==> src/hw/tdr_pkg.sv <==
// package of constants and types for the tap detector and interrupt routing
package tdr_pkg;
  // source select codes of an interrupt pad
  localparam logic [2:0] SEL_GND      = 3'h0;
  localparam logic [2:0] SEL_MOTION1  = 3'h1;
  localparam logic [2:0] SEL_MOTION2  = 3'h2;
  localparam logic [2:0] SEL_MOTION12 = 3'h3;
  localparam logic [2:0] SEL_DRDY     = 3'h4;
  localparam logic [2:0] SEL_TAP      = 3'h7;
  localparam logic [2:0] SEL_RESET    = 3'h0;
  localparam logic       POL_RESET    = 1'b0;
  // register offsets
  localparam logic [3:0] OFS_ROUTE    = 4'h0;
  localparam logic [3:0] OFS_TAPCFG   = 4'h1;
  localparam logic [3:0] OFS_DURATION = 4'h2;
  localparam logic [3:0] OFS_QUIET    = 4'h3;
  localparam logic [3:0] OFS_WINDOW   = 4'h4;
  localparam logic [3:0] OFS_STATUS   = 4'h5;
  localparam logic [3:0] OFS_MASK     = 4'h6;
  // route register fields
  localparam int ROUTE_SEL1_LSB = 0;
  localparam int ROUTE_SEL2_LSB = 3;
  localparam int ROUTE_POL_BIT  = 7;
  // tap config fields
  localparam int TAPCFG_SINGLE_BIT = 0;
  localparam int TAPCFG_DOUBLE_BIT = 1;
  localparam logic [1:0] TAPCFG_RESET  = 2'h0;
  localparam logic [7:0] TIMING_RESET  = 8'h00;
  localparam logic [1:0] IRQ_RESET     = 2'h0;
  // status bits
  localparam int STATUS_SINGLE_BIT = 0;
  localparam int STATUS_DOUBLE_BIT = 1;
  // timing
  localparam int CLK_HZ       = 100_000_000;
  localparam int HALF_MS_US   = 500;
  localparam int HALF_MS_CYC  = CLK_HZ / 1_000_000 * HALF_MS_US;
  // tap detector states
  typedef enum logic [4:0] {
    TS_IDLE   = 5'b00001,
    TS_PEAK1  = 5'b00010,
    TS_QUIET  = 5'b00100,
    TS_WINDOW = 5'b01000,
    TS_PEAK2  = 5'b10000
  } tdr_tap_state_t;
endpackage

==> src/hw/tdr_tick_if.sv <==
// interface carrying the time base ticks to the tap detector
`timescale 1ns/1ns
`default_nettype none
interface tdr_tick_if;
  logic halfMs;
  logic oneMs;
  modport src (output halfMs, output oneMs);
  modport dst (input halfMs, input oneMs);
endinterface
`default_nettype wire

==> src/hw/tdr_timebase.sv <==
// divider giving 0.5 ms and 1 ms enable pulses
`timescale 1ns/1ns
`default_nettype none
module tdr_timebase #(
  parameter int HALF_CYC = 50000
) (
  // clock and reset
  input  wire logic clk,
  input  wire logic rstn,
  // ticks
  tdr_tick_if.src   tick
);
  import tdr_pkg::*;
  typedef struct packed {
    logic [31:0] cnt;
    logic        odd;
    logic        halfMs;
    logic        oneMs;
  } tdr_tb_st_t;
  tdr_tb_st_t st_r;
  tdr_tb_st_t st_nxt;
  always_comb begin
    st_nxt = st_r;
    st_nxt.halfMs = 1'b0;
    st_nxt.oneMs = 1'b0;
    if (st_r.cnt == 32'(HALF_CYC - 1)) begin
      st_nxt.cnt = 32'h0;
      st_nxt.halfMs = 1'b1;
      st_nxt.oneMs = st_r.odd;
      st_nxt.odd = ~st_r.odd;
    end else begin
      st_nxt.cnt = st_r.cnt + 32'h1;
    end
  end
  always_ff @(posedge clk or negedge rstn) begin
    if (!rstn) begin
      st_r <= '0;
    end else begin
      st_r <= st_nxt;
    end
  end
  assign tick.halfMs = st_r.halfMs;
  assign tick.oneMs = st_r.oneMs;
endmodule
`default_nettype wire

==> src/hw/tdr_tap_fsm.sv <==
// single and double tap timing detector
`timescale 1ns/1ns
`default_nettype none
module tdr_tap_fsm (
  // clock and reset
  input  wire logic       clk,
  input  wire logic       rstn,
  // time base
  tdr_tick_if.dst         tick,
  // configuration
  input  wire logic       singleEn,
  input  wire logic       doubleEn,
  input  wire logic [7:0] durationLimit,
  input  wire logic [7:0] quietTime,
  input  wire logic [7:0] tapWindow,
  // acceleration above threshold
  input  wire logic       overThreshold,
  // events
  output logic            singleTap,
  output logic            doubleTap
);
  import tdr_pkg::*;
  typedef struct packed {
    tdr_tap_state_t state;
    logic [8:0]     cnt;
    logic           prevOver;
    logic           singleTap;
    logic           doubleTap;
  } tdr_tap_st_t;
  tdr_tap_st_t st_r;
  tdr_tap_st_t st_nxt;
  logic rise;
  logic fall;
  always_comb begin
    rise = overThreshold & ~st_r.prevOver;
    fall = ~overThreshold & st_r.prevOver;
    st_nxt = st_r;
    st_nxt.prevOver = overThreshold;
    st_nxt.singleTap = 1'b0;
    st_nxt.doubleTap = 1'b0;
    unique case (st_r.state)
      TS_IDLE: begin
        if (rise && (singleEn || doubleEn)) begin
          st_nxt.state = TS_PEAK1;
          st_nxt.cnt = 9'h0;
        end
      end
      TS_PEAK1, TS_PEAK2: begin
        if (fall) begin
          if (st_r.state == TS_PEAK2) begin
            st_nxt.doubleTap = 1'b1;
            st_nxt.state = TS_IDLE;
          end else begin
            st_nxt.singleTap = singleEn;
            st_nxt.state = doubleEn ? TS_QUIET : TS_IDLE;
            st_nxt.cnt = 9'h0;
          end
        end else if (tick.halfMs) begin
          if (st_r.cnt[7:0] >= durationLimit) begin
            st_nxt.state = TS_IDLE;
          end else begin
            st_nxt.cnt = st_r.cnt + 9'h1;
          end
        end
      end
      TS_QUIET: begin
        // peaks ignored while quiet
        if (tick.oneMs) begin
          if (st_r.cnt[7:0] >= quietTime) begin
            st_nxt.state = TS_WINDOW;
            st_nxt.cnt = 9'h0;
          end else begin
            st_nxt.cnt = st_r.cnt + 9'h1;
          end
        end
      end
      TS_WINDOW: begin
        // window follows quiet time
        if (rise) begin
          st_nxt.state = TS_PEAK2;
          st_nxt.cnt = 9'h0;
        end else if (tick.oneMs) begin
          if (st_r.cnt[7:0] >= tapWindow) begin
            // late second peak gives no double tap
            st_nxt.state = TS_IDLE;
          end else begin
            st_nxt.cnt = st_r.cnt + 9'h1;
          end
        end
      end
    endcase
  end
  always_ff @(posedge clk or negedge rstn) begin
    if (!rstn) begin
      st_r <= '{state: TS_IDLE, cnt: 9'h0, prevOver: 1'b0, singleTap: 1'b0, doubleTap: 1'b0};
    end else begin
      st_r <= st_nxt;
    end
  end
  assign singleTap = st_r.singleTap;
  assign doubleTap = st_r.doubleTap;
endmodule
`default_nettype wire

==> src/hw/tdr_top.sv <==
// tap detector with interrupt pad routing and register port
`timescale 1ns/1ns
`default_nettype none
module tdr_top #(
  parameter int HALF_CYC = tdr_pkg::HALF_MS_CYC
) (
  // clock and reset
  input  wire logic       clk,
  input  wire logic       rstn,
  // register port
  input  wire logic [3:0] regAddr,
  input  wire logic [7:0] regWdata,
  input  wire logic       regWrite,
  input  wire logic       regRead,
  output logic      [7:0] regRdata,
  // internal event sources
  input  wire logic       motionEventFirst,
  input  wire logic       motionEventSecond,
  input  wire logic       dataReady,
  input  wire logic       overThreshold,
  // pads and interrupt
  output logic            irqPinFirst,
  output logic            irqPinSecond,
  output logic            irq
);
  import tdr_pkg::*;
  typedef struct packed {
    logic [2:0] pad1Sel;
    logic [2:0] pad2Sel;
    logic       pol;
    logic [1:0] tapCfg;
    logic [7:0] duration;
    logic [7:0] quiet;
    logic [7:0] window;
    logic [1:0] status;
    logic [1:0] mask;
    logic [7:0] rdata;
    logic       pin1;
    logic       pin2;
    logic       irq;
  } tdr_top_st_t;
  tdr_top_st_t st_r;
  tdr_top_st_t st_nxt;
  logic singleTap;
  logic doubleTap;
  logic tapIrq;
  tdr_tick_if tick ();
  tdr_timebase #(.HALF_CYC(HALF_CYC)) u_tb (
    .clk  (clk),
    .rstn (rstn),
    .tick (tick)
  );
  tdr_tap_fsm u_tap (
    .clk           (clk),
    .rstn          (rstn),
    .tick          (tick),
    .singleEn      (st_r.tapCfg[TAPCFG_SINGLE_BIT]),
    .doubleEn      (st_r.tapCfg[TAPCFG_DOUBLE_BIT]),
    .durationLimit (st_r.duration),
    .quietTime     (st_r.quiet),
    .tapWindow     (st_r.window),
    .overThreshold (overThreshold),
    .singleTap     (singleTap),
    .doubleTap     (doubleTap)
  );
  function automatic logic route(input logic [2:0] sel, input logic m1, input logic m2,
                                 input logic dr, input logic tp);
    logic v;
    v = 1'b0;
    unique case (sel)
      SEL_MOTION1:  v = m1;
      SEL_MOTION2:  v = m2;
      SEL_MOTION12: v = m1 | m2;
      SEL_DRDY:     v = dr;
      SEL_TAP:      v = tp;
      default:      v = 1'b0; // ground and codes 101, 110
    endcase
    return v;
  endfunction
  always_comb begin
    tapIrq = |st_r.status;
    st_nxt = st_r;
    st_nxt.rdata = 8'h00;
    if (regWrite) begin
      unique case (regAddr)
        OFS_ROUTE: begin
          st_nxt.pad1Sel = regWdata[ROUTE_SEL1_LSB +: 3];
          st_nxt.pad2Sel = regWdata[ROUTE_SEL2_LSB +: 3];
          st_nxt.pol = regWdata[ROUTE_POL_BIT];
        end
        OFS_TAPCFG:   st_nxt.tapCfg = regWdata[1:0];
        OFS_DURATION: st_nxt.duration = regWdata;
        OFS_QUIET:    st_nxt.quiet = regWdata;
        OFS_WINDOW:   st_nxt.window = regWdata;
        OFS_MASK:     st_nxt.mask = regWdata[1:0];
        default: ;
      endcase
    end
    if (regRead) begin
      unique case (regAddr)
        OFS_ROUTE:    st_nxt.rdata = {st_r.pol, 1'b0, st_r.pad2Sel, st_r.pad1Sel};
        OFS_TAPCFG:   st_nxt.rdata = {6'h00, st_r.tapCfg};
        OFS_DURATION: st_nxt.rdata = st_r.duration;
        OFS_QUIET:    st_nxt.rdata = st_r.quiet;
        OFS_WINDOW:   st_nxt.rdata = st_r.window;
        OFS_STATUS: begin
          st_nxt.rdata = {6'h00, st_r.status};
          st_nxt.status = 2'h0;
        end
        OFS_MASK:     st_nxt.rdata = {6'h00, st_r.mask};
        default:      st_nxt.rdata = 8'h00;
      endcase
    end
    // set wins over the read clear
    if (singleTap) begin
      st_nxt.status[STATUS_SINGLE_BIT] = 1'b1;
    end
    if (doubleTap) begin
      st_nxt.status[STATUS_DOUBLE_BIT] = 1'b1;
    end
    st_nxt.irq = |(st_nxt.status & st_nxt.mask);
    st_nxt.pin1 = st_nxt.pol ^ route(st_nxt.pad1Sel, motionEventFirst, motionEventSecond,
                                     dataReady, tapIrq);
    st_nxt.pin2 = st_nxt.pol ^ route(st_nxt.pad2Sel, motionEventFirst, motionEventSecond,
                                     dataReady, tapIrq);
  end
  always_ff @(posedge clk or negedge rstn) begin
    if (!rstn) begin
      st_r <= '{pad1Sel: SEL_RESET, pad2Sel: SEL_RESET, pol: POL_RESET,
                tapCfg: TAPCFG_RESET, duration: TIMING_RESET, quiet: TIMING_RESET,
                window: TIMING_RESET, status: IRQ_RESET, mask: IRQ_RESET,
                rdata: 8'h00, pin1: 1'b0, pin2: 1'b0, irq: 1'b0};
    end else begin
      st_r <= st_nxt;
    end
  end
  assign regRdata = st_r.rdata;
  assign irqPinFirst = st_r.pin1;
  assign irqPinSecond = st_r.pin2;
  assign irq = st_r.irq;
endmodule
`default_nettype wire

==> config.mk <==
export PLATFORM = sky130hd
export DESIGN_NAME = tdr_top
export DESIGN_NICKNAME = d
export VERILOG_FILES = /design/src/hw/tdr_pkg.sv /design/src/hw/tdr_tick_if.sv /design/src/hw/tdr_timebase.sv /design/src/hw/tdr_tap_fsm.sv /design/src/hw/tdr_top.sv
export SDC_FILE = /design/constraint.sdc
export NUM_CORES = 1
export LEC_CHECK = 0
export BUFFER_PORTS_ARGS = -buffer_cell sky130_fd_sc_hd__buf_4
export CAP_MARGIN = 0
export CORE_UTILIZATION = 45
export CTS_CLUSTER_SIZE = 12
export DETAILED_ROUTE_END_ITERATION = 12
export PLACE_DENSITY = 0.66
export SETUP_SLACK_MARGIN = 0.3
export SYNTH_ARGS = -nofsm -noshare
export SYNTH_HDL_FRONTEND = slang
export SYNTH_SLANG_ARGS = --single-unit
==> constraint.sdc <==
create_clock -name clk -period 4.1 [get_ports clk]
set_clock_uncertainty 0.2 [all_clocks]
set_input_delay 0.615 -clock clk [delete_from_list [all_inputs] [get_ports clk]]
set_output_delay 0.615 -clock clk [all_outputs]
set_load 0.005 [all_outputs]
==> impl_metrics.json, run 1 <==
{
  "synth.most_common_cell": "dfrtp_1",
  "vias": 3832,
  "nets": 596,
  "hold_ws_ns": 0.191,
  "die_area_sq_mm": 0.0122,
  "cts_resized": 0,
  "grt_pass1_wl_um": 18000,
  "grtUsageTotal": 0.194,
  "path_class": "flip-flop to flip-flop",
  "nFillCells": 1029,
  "irDropWorstVdd_v": 0.000374,
  "cp.arrival_ns": 3.02,
  "setup-violations-final": 0,
  "finalWirelength_um": 10800,
  "status": "finished clean",
  "cts_made_buffers": 9,
  "area_delta_synth_final_pct": 12.8,
  "ys_warn_count": 0,
  "cts-root-buf": "clkbuf_16",
  "seq_area_sq_mm": 0.00248,
  "synth_top_cell_by_area": "dfrtp_1",
  "fin_crit_sh": 0.729,
  "r2r-end": "u_tap.st_r[4]",
  "ctsHoldBuffers": 0,
  "cts_max_path_buffers": 2,
  "cts_tree": "built",
  "grt_pass1_vias": 3741,
  "fin_tns_setup_ns": 0,
  "clk_pin_slew_worst_paths_ns": 0.07,
  "rows": 39,
  "start_util": 0.463,
  "h-tree-depth": 3,
  "worstHoldStart": "overThreshold",
  "powerDensity_mw_per_mm2": 496,
  "grt_max_degree": 76,
  "dp.final_hpwl_um": 7930,
  "rr_startpoint": "u_tap.st_r[3]",
  "dpl_worst_slack_ns": 1.09,
  "yosysTopAreaCellShare": 0.464,
  "ios": 31,
  "synth-edff-count": 0,
  "fin_util": 0.522,
  "rsz0062_at_grt": "no",
  "dpl_cell_area_sq_mm": 0.00561,
  "required_ns": 4.14,
  "cts.sinks": 99,
  "crit_fanout": 8,
  "synthFlopType": "dfrtp_1",
  "worstHoldPathCells": 1,
  "postLayoutCellArea_sq_mm": 0.00596,
  "drc": 0,
  "netlist_area_sq_mm": 0.00529,
  "synthTopCellsByCount": "dfrtp_1, nor2_1, nand2_1",
  "layout-drive-gt1-share": 0.132,
  "cap_violations": 0,
  "reg2reg_slack_ns": 1.11,
  "postCtsSetupRepairBufs": 0,
  "avgSynthCellArea_sq_um": 10.0,
  "die_h_um": 110,
  "grt_overflow": 0,
  "final.setup.worst_slack_ns": 1.11,
  "fp.dieW_um": 110,
  "diodes": 0,
  "finalHoldViolations": 0,
  "syn_inst": 526,
  "ant_nets": 0,
  "period_needed_ns": 2.99,
  "max_freq_mhz": 335,
  "post_synth_num_cell_types": 59,
  "place_congestion": 0.819,
  "slew_viol_final": 0,
  "viasPerCell": 5.49,
  "max_slew.worst_pin.slew_ns": 0.942,
  "cp-end-kind": "flip-flop",
  "clock_latency_ns": 0.36,
  "routedWlPerCell_um": 15.4,
  "yosysSeqAreaShare": 0.469,
  "start_kind": "flip-flop",
  "syn-num-nets": 572,
  "p_leak_uw": 0.00278,
  "max_slew_margin": 0.372,
  "ys_seq_elements": 99,
  "io_buffer_count": 30,
  "async_flop_share": 1.00,
  "first_pass_iters": 4,
  "whs_endpoint": "u_tap.st_r[2]",
  "synth.area.top_cells": "dfrtp_1, ha_1, nor2_1",
  "multiInputGateArea_sq_mm": 0.00256,
  "core_area_sq_mm": 0.0114,
  "ff2ff_path_depth": 8,
  "antenna_found_initial": 0,
  "drtIter0Drc": 200,
  "worstHoldPathType": "input pin to flip-flop"
}
==> how the worst max path moves through the flow <==
stage,startpoint,to,slack [ns]
final,u_tap.st_r[3],u_tap.st_r[4],1.11
after global routing,u_tap.st_r[3],u_tap.st_r[4],0.95
after CTS,u_tap.st_r[3],u_tap.st_r[4],1.08
after detailed placement,u_tap.st_r[3],u_tap.st_r[4],1.09
after global placement,u_tap.st_r[3],u_tap.st_r[4],1.21
after floorplan,u_tap.st_r[3],u_tap.st_r[4],1.37
==> cells by family (layout without fill, tap and decap cells) <==
logic type,count (synthesis),after routing,share of synthesized area
XOR/XNOR,33,33,0.0547
multiplexers,29,29,0.0616
buffers and inverters,58,87,0.0481
flip-flops,99,99,0.469
adder cells (fa/ha/maj),26,26,0.0616
AO/OA/AOI/OAI,94,94,0.125
AND/OR/NAND/NOR,187,187,0.180
==> metrics by stage <==
stage | std cells | total power, uW
floorplan | 526 | 1770
global placement | 682 | 1970
detailed placement | 682 | 2000
CTS | 698 | 2990
global route | 698 | 3130
finish | 698 | 2960
==> final cells by class <==
class	count	area share
clock buffers	9	0.0378
clock inverters	7	0.0208
inverters	36	0.0227
multi-input cells	369	0.429
flip-flops and latches	99	0.416
well taps	143	0.0300
repair buffers	35	0.0441
==> placed cells by master (no fill, tap or decap), types with 3 or more instances in the layout <==
master / count
a31oi_1: 8
nor4_1: 6
a21oi_1: 9
bufinv_16: 3
nand2b_1: 14
nand4_1: 9
mux2_1: 9
mux2i_1: 10
and3_1: 13
inv_1: 36
mux2_2: 9
xnor2_1: 18
nor3_1: 13
or3_1: 4
nand3b_1: 3
o21ai_0: 23
a22oi_1: 6
xor2_1: 15
o21ai_1: 7
o211ai_1: 12
o2bb2ai_1: 6
nand3_1: 21
dfrtp_1: 98
nor2b_1: 8
nand2_1: 40
clkbuf_16: 9
ha_1: 26
buf_4: 35
and2_1: 4
nor2_1: 42
==> worst max-delay path: stages, from the launching register on <==
cell and delay (ns):
dfrtp_1 0.40, inv_1 0.15, ha_1 0.25, nand2b_1 0.14, a2111oi_1 0.48, a2111oi_2 0.11, a2111oi_4 0.59, and2_1 0.23
mux2_1 0.32
==> where the power goes <==
group	internal (uW)	total, uW	switching [uW]	leakage, uW
clock network	600	982	381	0.000166
registers	1120	1230	111	0.00128
logic	333	749	416	0.00133
==> metal layers <==
| metal | GRT usage | up-vias | part of all wire |
|---|---|---|---|
| li1 | - | 1902 | - |
| met1 | 0.251 | 1869 | 0.48 |
| met2 | 0.320 | 53 | 0.47 |
| met3 | 0.0464 | 8 | 0.030 |
| met4 | 0.0639 | 0 | 0.013 |
| met5 | 0 | - | 0 |
==> sequential cells by signal (all words and copies together), names as in the netlist <==
register,cells
u_tap.singleTap,1
irq,1
irqPinSecond,1
irqPinFirst,1
u_tap.doubleTap,1
u_tap.st_r,14
st_r,37
u_tb.st_r,33
regRdata,8
u_tb.tick.halfMs,1
u_tb.tick.oneMs,1
Power figures use the tool's default switching activity.
==> inputs of run 2 (changes only) <==
Settings changed: PLACE_DENSITY 0.66 to 0.68.
Clock period 4.1 ns to 2.5 ns, I/O delays scaled along.
==> impl_metrics.json, run 2 (synthesis gave the netlist of run 1 again) <==
{
  "rr_startpoint": "u_tap.st_r[4]",
  "rsz0062_at_grt": "yes",
  "clk_pin_slew_worst_paths_ns": 0.07,
  "setup-violations-final": 0,
  "cpMaxStageDelayCell": "dfrtp_2",
  "startpoint": "u_tap.st_r[4]",
  "cp_top_family": "simple AND/OR/NAND/NOR gates",
  "dpl_worst_slack_ns": -0.0152,
  "cts_made_buffers": 9,
  "internal-power_uw": 3490,
  "cts.sinks": 99,
  "path_cells": "ha_2 -> or3_4 -> o211a_4 -> a2111oi_4 -> and2_4 -> mux2_4",
  "ant_nets": 0,
  "fin_tns_setup_ns": 0,
  "worst-path-stages": 6,
  "dp_cells": 694,
  "period_needed_ns": 2.44,
  "rows": 39,
  "io_buffer_count": 30,
  "nets": 625,
  "final_cells": 727,
  "slew_viol_final": 0,
  "irDropWorstVdd_v": 0.000629,
  "cp.arrival_ns": 2.48,
  "fin_util": 0.560,
  "switchingPower_uw": 1650,
  "largest_register_ff_count": 37,
  "ios": 31,
  "max_stage_delay_ns": 0.45,
  "core_area_sq_mm": 0.0114,
  "grt_overflow": 0,
  "fin_crit_sh": 0.977,
  "path_class": "flip-flop to flip-flop",
  "totalPowerFinal_uw": 5140,
  "finalHoldViolations": 0,
  "viasPerCell": 5.40,
  "max_slew_margin": 0.654,
  "required_ns": 2.54,
  "start_kind": "flip-flop",
  "ff2ff_path_depth": 6,
  "vias": 3927,
  "diodes": 0,
  "p_comb_frac": 0.335,
  "switching_share": 0.321,
  "p_clk_frac": 0.273,
  "first_pass_iters": 4,
  "grt_max_degree": 39,
  "regMostFlops": "st_r",
  "place_congestion": 0.805,
  "worstHoldStart": "regWdata[6]",
  "die_h_um": 110,
  "drtIter0Drc": 228,
  "top_regs": "st_r x37, u_tb.st_r x33, u_tap.st_r x14",
  "max_slew.worst_pin.slew_ns": 0.519,
  "powerDensity_mw_per_mm2": 803,
  "layout-drive-gt1-share": 0.221,
  "crit_fanout": 6,
  "worstHoldPathCells": 2,
  "finalWirelength_um": 11400,
  "clock_latency_ns": 0.35,
  "grt_pass1_vias": 3916,
  "h-tree-depth": 3,
  "cts-root-buf": "clkbuf_16",
  "cap_violations": 0,
  "fp.dieW_um": 110,
  "grt_pass1_wl_um": 18900,
  "antenna_found_initial": 0,
  "grtUsageTotal": 0.206,
  "routedWlPerCell_um": 15.7,
  "start_util": 0.463,
  "dp.final_hpwl_um": 8280,
  "worstHoldPathType": "input pin to flip-flop",
  "layout_commonest_cell": "dfrtp_1",
  "p_leak_uw": 0.00295,
  "cts_max_path_buffers": 2,
  "area_delta_synth_final_pct": 21.0,
  "final.setup.worst_slack_ns": 0.0583,
  "status": "finished clean",
  "die_area_sq_mm": 0.0122,
  "final_cell_mix": "dfrtp_1, buf_4, nor2_1, nand2_1, inv_1",
  "seqPwrFrac": 0.392,
  "cts_tree": "built",
  "drc": 0,
  "max_freq_mhz": 410,
  "cp-end-kind": "flip-flop",
  "worst-path-buf-inv": 0
}
-- run 2: worst paths after layout --
kind                       slack, ns       endpoint
max                             0.06  u_tap.st_r[4]
min                             0.06       st_r[37]
max reg2reg                     0.06  u_tap.st_r[4]
min reg2reg                     0.27   u_tb.st_r[2]
max in group asynchronous       1.10    regRdata[5]
min in group asynchronous       0.33       st_r[46]
-- run 2: layer usage --
layer  wire length (um)  vias to the layer above  global-route usage  share of wire
met5                  0                        -                   0              0
met4                155                        0              0.0526          0.014
met3                415                       11              0.0564          0.036
met2               5630                       68               0.356           0.49
met1               5220                     1895               0.254           0.46
li1                   -                     1953                   -              -
-- run 2: timing repair --
| item | in CTS | in global routing |
|---|---|---|
| setup endpoints to repair | 13 | 18 |
| gates resized for setup | 18 | 18 |
| endpoints found under the hold margin | 36 | 0 |
| pin swaps | 10 | 15 |
| gates cloned | 0 | 0 |
| hold buffers | 2 | 0 |
| buffers inserted | 10 | 5 |
-- run 2: power groups by stage --
stage	Combinational [uW]	Sequential, uW	Clock (uW)
finish	1720	2010	1400
global route	1890	2050	1500
CTS	1520	2010	1440
detailed placement	1340	2030	0
global placement	1290	2020	0
floorplan	969	1970	0
-- run 2: layout make-up --
class	count	area, sq um
clock buffer	9	225
inverter	36	135
fill	988	5020
tap	143	179
sequential	99	2480
timing repair buffer	64	526
clock inverter	7	77.6
multi-input combinational	369	2770
-- run 2: stage by stage --
| step | cell area (sq um) | hold WS (ns) |
|---|---|---|
| after floorplan | 5330 | -0.121 |
| after global placement | 5760 | 0.176 |
| after detailed placement | 5760 | 0.185 |
| after CTS | 6240 | 0.0502 |
| after global routing | 6400 | 0.0481 |
| final | 6400 | 0.0568 |
==> inputs of run 3 (changes only) <==
Settings changed: ABC_AREA from default to 1, CAP_MARGIN 0 to default.
==> impl_metrics.json, run 3 <==
{
  "grt_pass1_vias": 4896,
  "drtIter0Drc": 284,
  "crit_fanout": 6,
  "clock_latency_ns": 0.35,
  "powerDensity_mw_per_mm2": 696,
  "worstHoldPathCells": 3,
  "ios": 31,
  "nFillCells": 1237,
  "globalRouteMet2Util": 0.367,
  "ys_warn_count": 0,
  "postLayoutCellArea_sq_mm": 0.00667,
  "final_cells": 975,
  "fin_crit_sh": 0.825,
  "period_needed_ns": 2.06,
  "max_slew_margin": 0.625,
  "multiInputGateArea_sq_mm": 0.00292,
  "start_kind": "input pin",
  "routedWlPerCell_um": 13.7,
  "dp_cells": 957,
  "rsz0062_at_grt": "no",
  "required_ns": 2.54,
  "worstHoldStart": "regWdata[1]",
  "area_delta_synth_final_pct": 12.0,
  "avgSynthCellArea_sq_um": 7.80,
  "syn-num-nets": 809,
  "fin_util": 0.522,
  "grt_max_degree": 60,
  "path_class": "input pin to flip-flop",
  "viasPerCell": 5.10,
  "totalPowerFinal_uw": 4640,
  "irDropWorstVdd_v": 0.000400,
  "max_freq_mhz": 485,
  "die_h_um": 117,
  "grt_busiest_layer": "met2",
  "whs_endpoint": "st_r[40]",
  "cp.arrival_ns": 2.10,
  "synthTopCellsByCount": "nand2_1, inv_1, dfrtp_1",
  "cts_made_buffers": 9,
  "dp.final_hpwl_um": 10300,
  "regMostFlops": "st_r",
  "synth_top_cell_by_area": "dfrtp_1",
  "async_flop_share": 1.00,
  "start_util": 0.466,
  "cts-root-buf": "clkbuf_16",
  "dpl_cell_area_sq_mm": 0.00635,
  "yosysSeqAreaShare": 0.417,
  "core_area_sq_mm": 0.0128,
  "cts_max_path_buffers": 2,
  "cp-end-kind": "flip-flop",
  "top_regs": "st_r x37, u_tb.st_r x33, u_tap.st_r x14",
  "status": "finished clean",
  "fin_tns_setup_ns": 0,
  "rows": 41,
  "startpoint": "overThreshold",
  "antenna_found_initial": 0,
  "grtUsageTotal": 0.220,
  "diodes": 0,
  "cts.sinks": 99,
  "ys_seq_elements": 99,
  "worstHoldPathType": "input pin to flip-flop",
  "synth.most_common_cell": "nand2_1",
  "reg2reg_slack_ns": 0.48,
  "netlist_area_sq_mm": 0.00595,
  "ant_nets": 0,
  "layout-drive-gt1-share": 0.127,
  "ff2ff_path_depth": 8,
  "max_slew.worst_pin.slew_ns": 0.561,
  "grt_overflow": 0,
  "synth.area.top_cells": "dfrtp_1, nand2_1, inv_1",
  "syn_inst": 763,
  "drc": 0,
  "r2r-end": "u_tap.st_r[16]",
  "clk_pin_slew_worst_paths_ns": 0.06,
  "met1_usage": 0.280,
  "finalHoldViolations": 0,
  "synth-edff-count": 0,
  "place_congestion": 1.01,
  "nets": 844,
  "fp.dieW_um": 117,
  "synthFlopType": "dfrtp_1",
  "io_buffer_count": 30,
  "setup-violations-final": 0,
  "cts_tree": "built",
  "final_cell_mix": "nand2_1, inv_1, dfrtp_1, nor2_1, nand3_1",
  "finalWirelength_um": 13400,
  "use_met3": 0.0561,
  "p_leak_uw": 0.00347,
  "largest_register_ff_count": 37,
  "rr_startpoint": "u_tap.st_r[6]",
  "layout_commonest_cell": "nand2_1",
  "first_pass_iters": 5,
  "yosysTopAreaCellShare": 0.412,
  "grt_pass1_wl_um": 23100,
  "vias": 4973,
  "seq_area_sq_mm": 0.00248,
  "die_area_sq_mm": 0.0137,
  "slew_viol_final": 0,
  "cap_violations": 0,
  "post_synth_num_cell_types": 44,
  "h-tree-depth": 3
}
==> run 3: cell types whose count changed in the layout (fill, tap and decap cells not counted), sizes merged, moves of 13 or more <==
cell and change:
nand2 +167, inv +95, nand3 +29, buf -28
nor2 +24, mux2 -18, and3 -13, nand2b -13
nand4 +13
==> run 3: how the worst max path moves through the flow <==
| stage | to | cells after the start | slack (ns) |
|---|---|---|---|
| final | u_tap.st_r[16] | 11 | 0.44 |
| after global routing | u_tap.st_r[15] | 8 | 0.30 |
| after CTS | u_tap.st_r[10] | 12 | 0.31 |
| after detailed placement | u_tap.st_r[10] | 13 | 0.43 |
| after global placement | u_tap.st_r[5] | 13 | 0.44 |
| after floorplan | u_tap.st_r[10] | 13 | 0.67 |
==> run 3: logic make-up (layout without fill, tap and decap cells) <==
| logic type | after synthesis | in the layout | share of synthesized area |
|---|---|---|---|
| xor+xnor | 30 | 30 | 0.0442 |
| compound gates | 80 | 80 | 0.0789 |
| simple gates | 385 | 385 | 0.309 |
| fa+ha+maj | 26 | 26 | 0.0547 |
| flops | 99 | 99 | 0.417 |
| buf+inv | 143 | 183 | 0.0969 |
==> run 3: layer usage <==
layer	routed length (um)	share of wire	vias up
met2	6270	0.47	110
met3	659	0.049	31
li1	-	-	2512
met5	0	0	-
met1	6170	0.46	2320
met4	304	0.023	0
==> run 3: timing repair <==
item                                   in CTS  in global routing
setup endpoints to repair                   0                 13
setup buffers                               0                  0
gates resized for setup                     0                  9
hold buffers                                2                  0
endpoints found under the hold margin      29                  0
==> run 3: critical path, cell delays in order <==
cell and delay, ns:
dlygate4sd3_1 0.53, buf_4 0.12, nand2_2 0.11, nand4_1 0.24
nand2_1 0.08, nand2_1 0.07, nand3_1 0.14, nor2_2 0.21
nand2_2 0.11, nand2_1 0.08, nand2_1 0.05
==> run 3: metrics by stage <==
step | worst slack [ns] | hold WS (ns)
after global routing | 0.302 | 0.0660
after floorplan | 0.670 | -0.121
after detailed placement | 0.428 | 0.139
after global placement | 0.440 | 0.135
final | 0.439 | 0.0416
after CTS | 0.308 | 0.0317
==> run 3: final cells by class <==
cell class / count / share of cell area
Clock buffer: 13 / 0.0375
Clock inverter: 3 / 0.00338
Inverter: 131 / 0.0738
Multi-Input combinational cell: 521 / 0.438
Sequential cell: 99 / 0.372
Tap cell: 172 / 0.0323
Timing Repair Buffer: 36 / 0.0432
==> run 3: report_power, final <==
group / internal (uW) / total, uW / switching (uW)
sequential: 1810 / 1950 / 141
combinational: 479 / 1390 / 913
clock: 707 / 1300 / 590
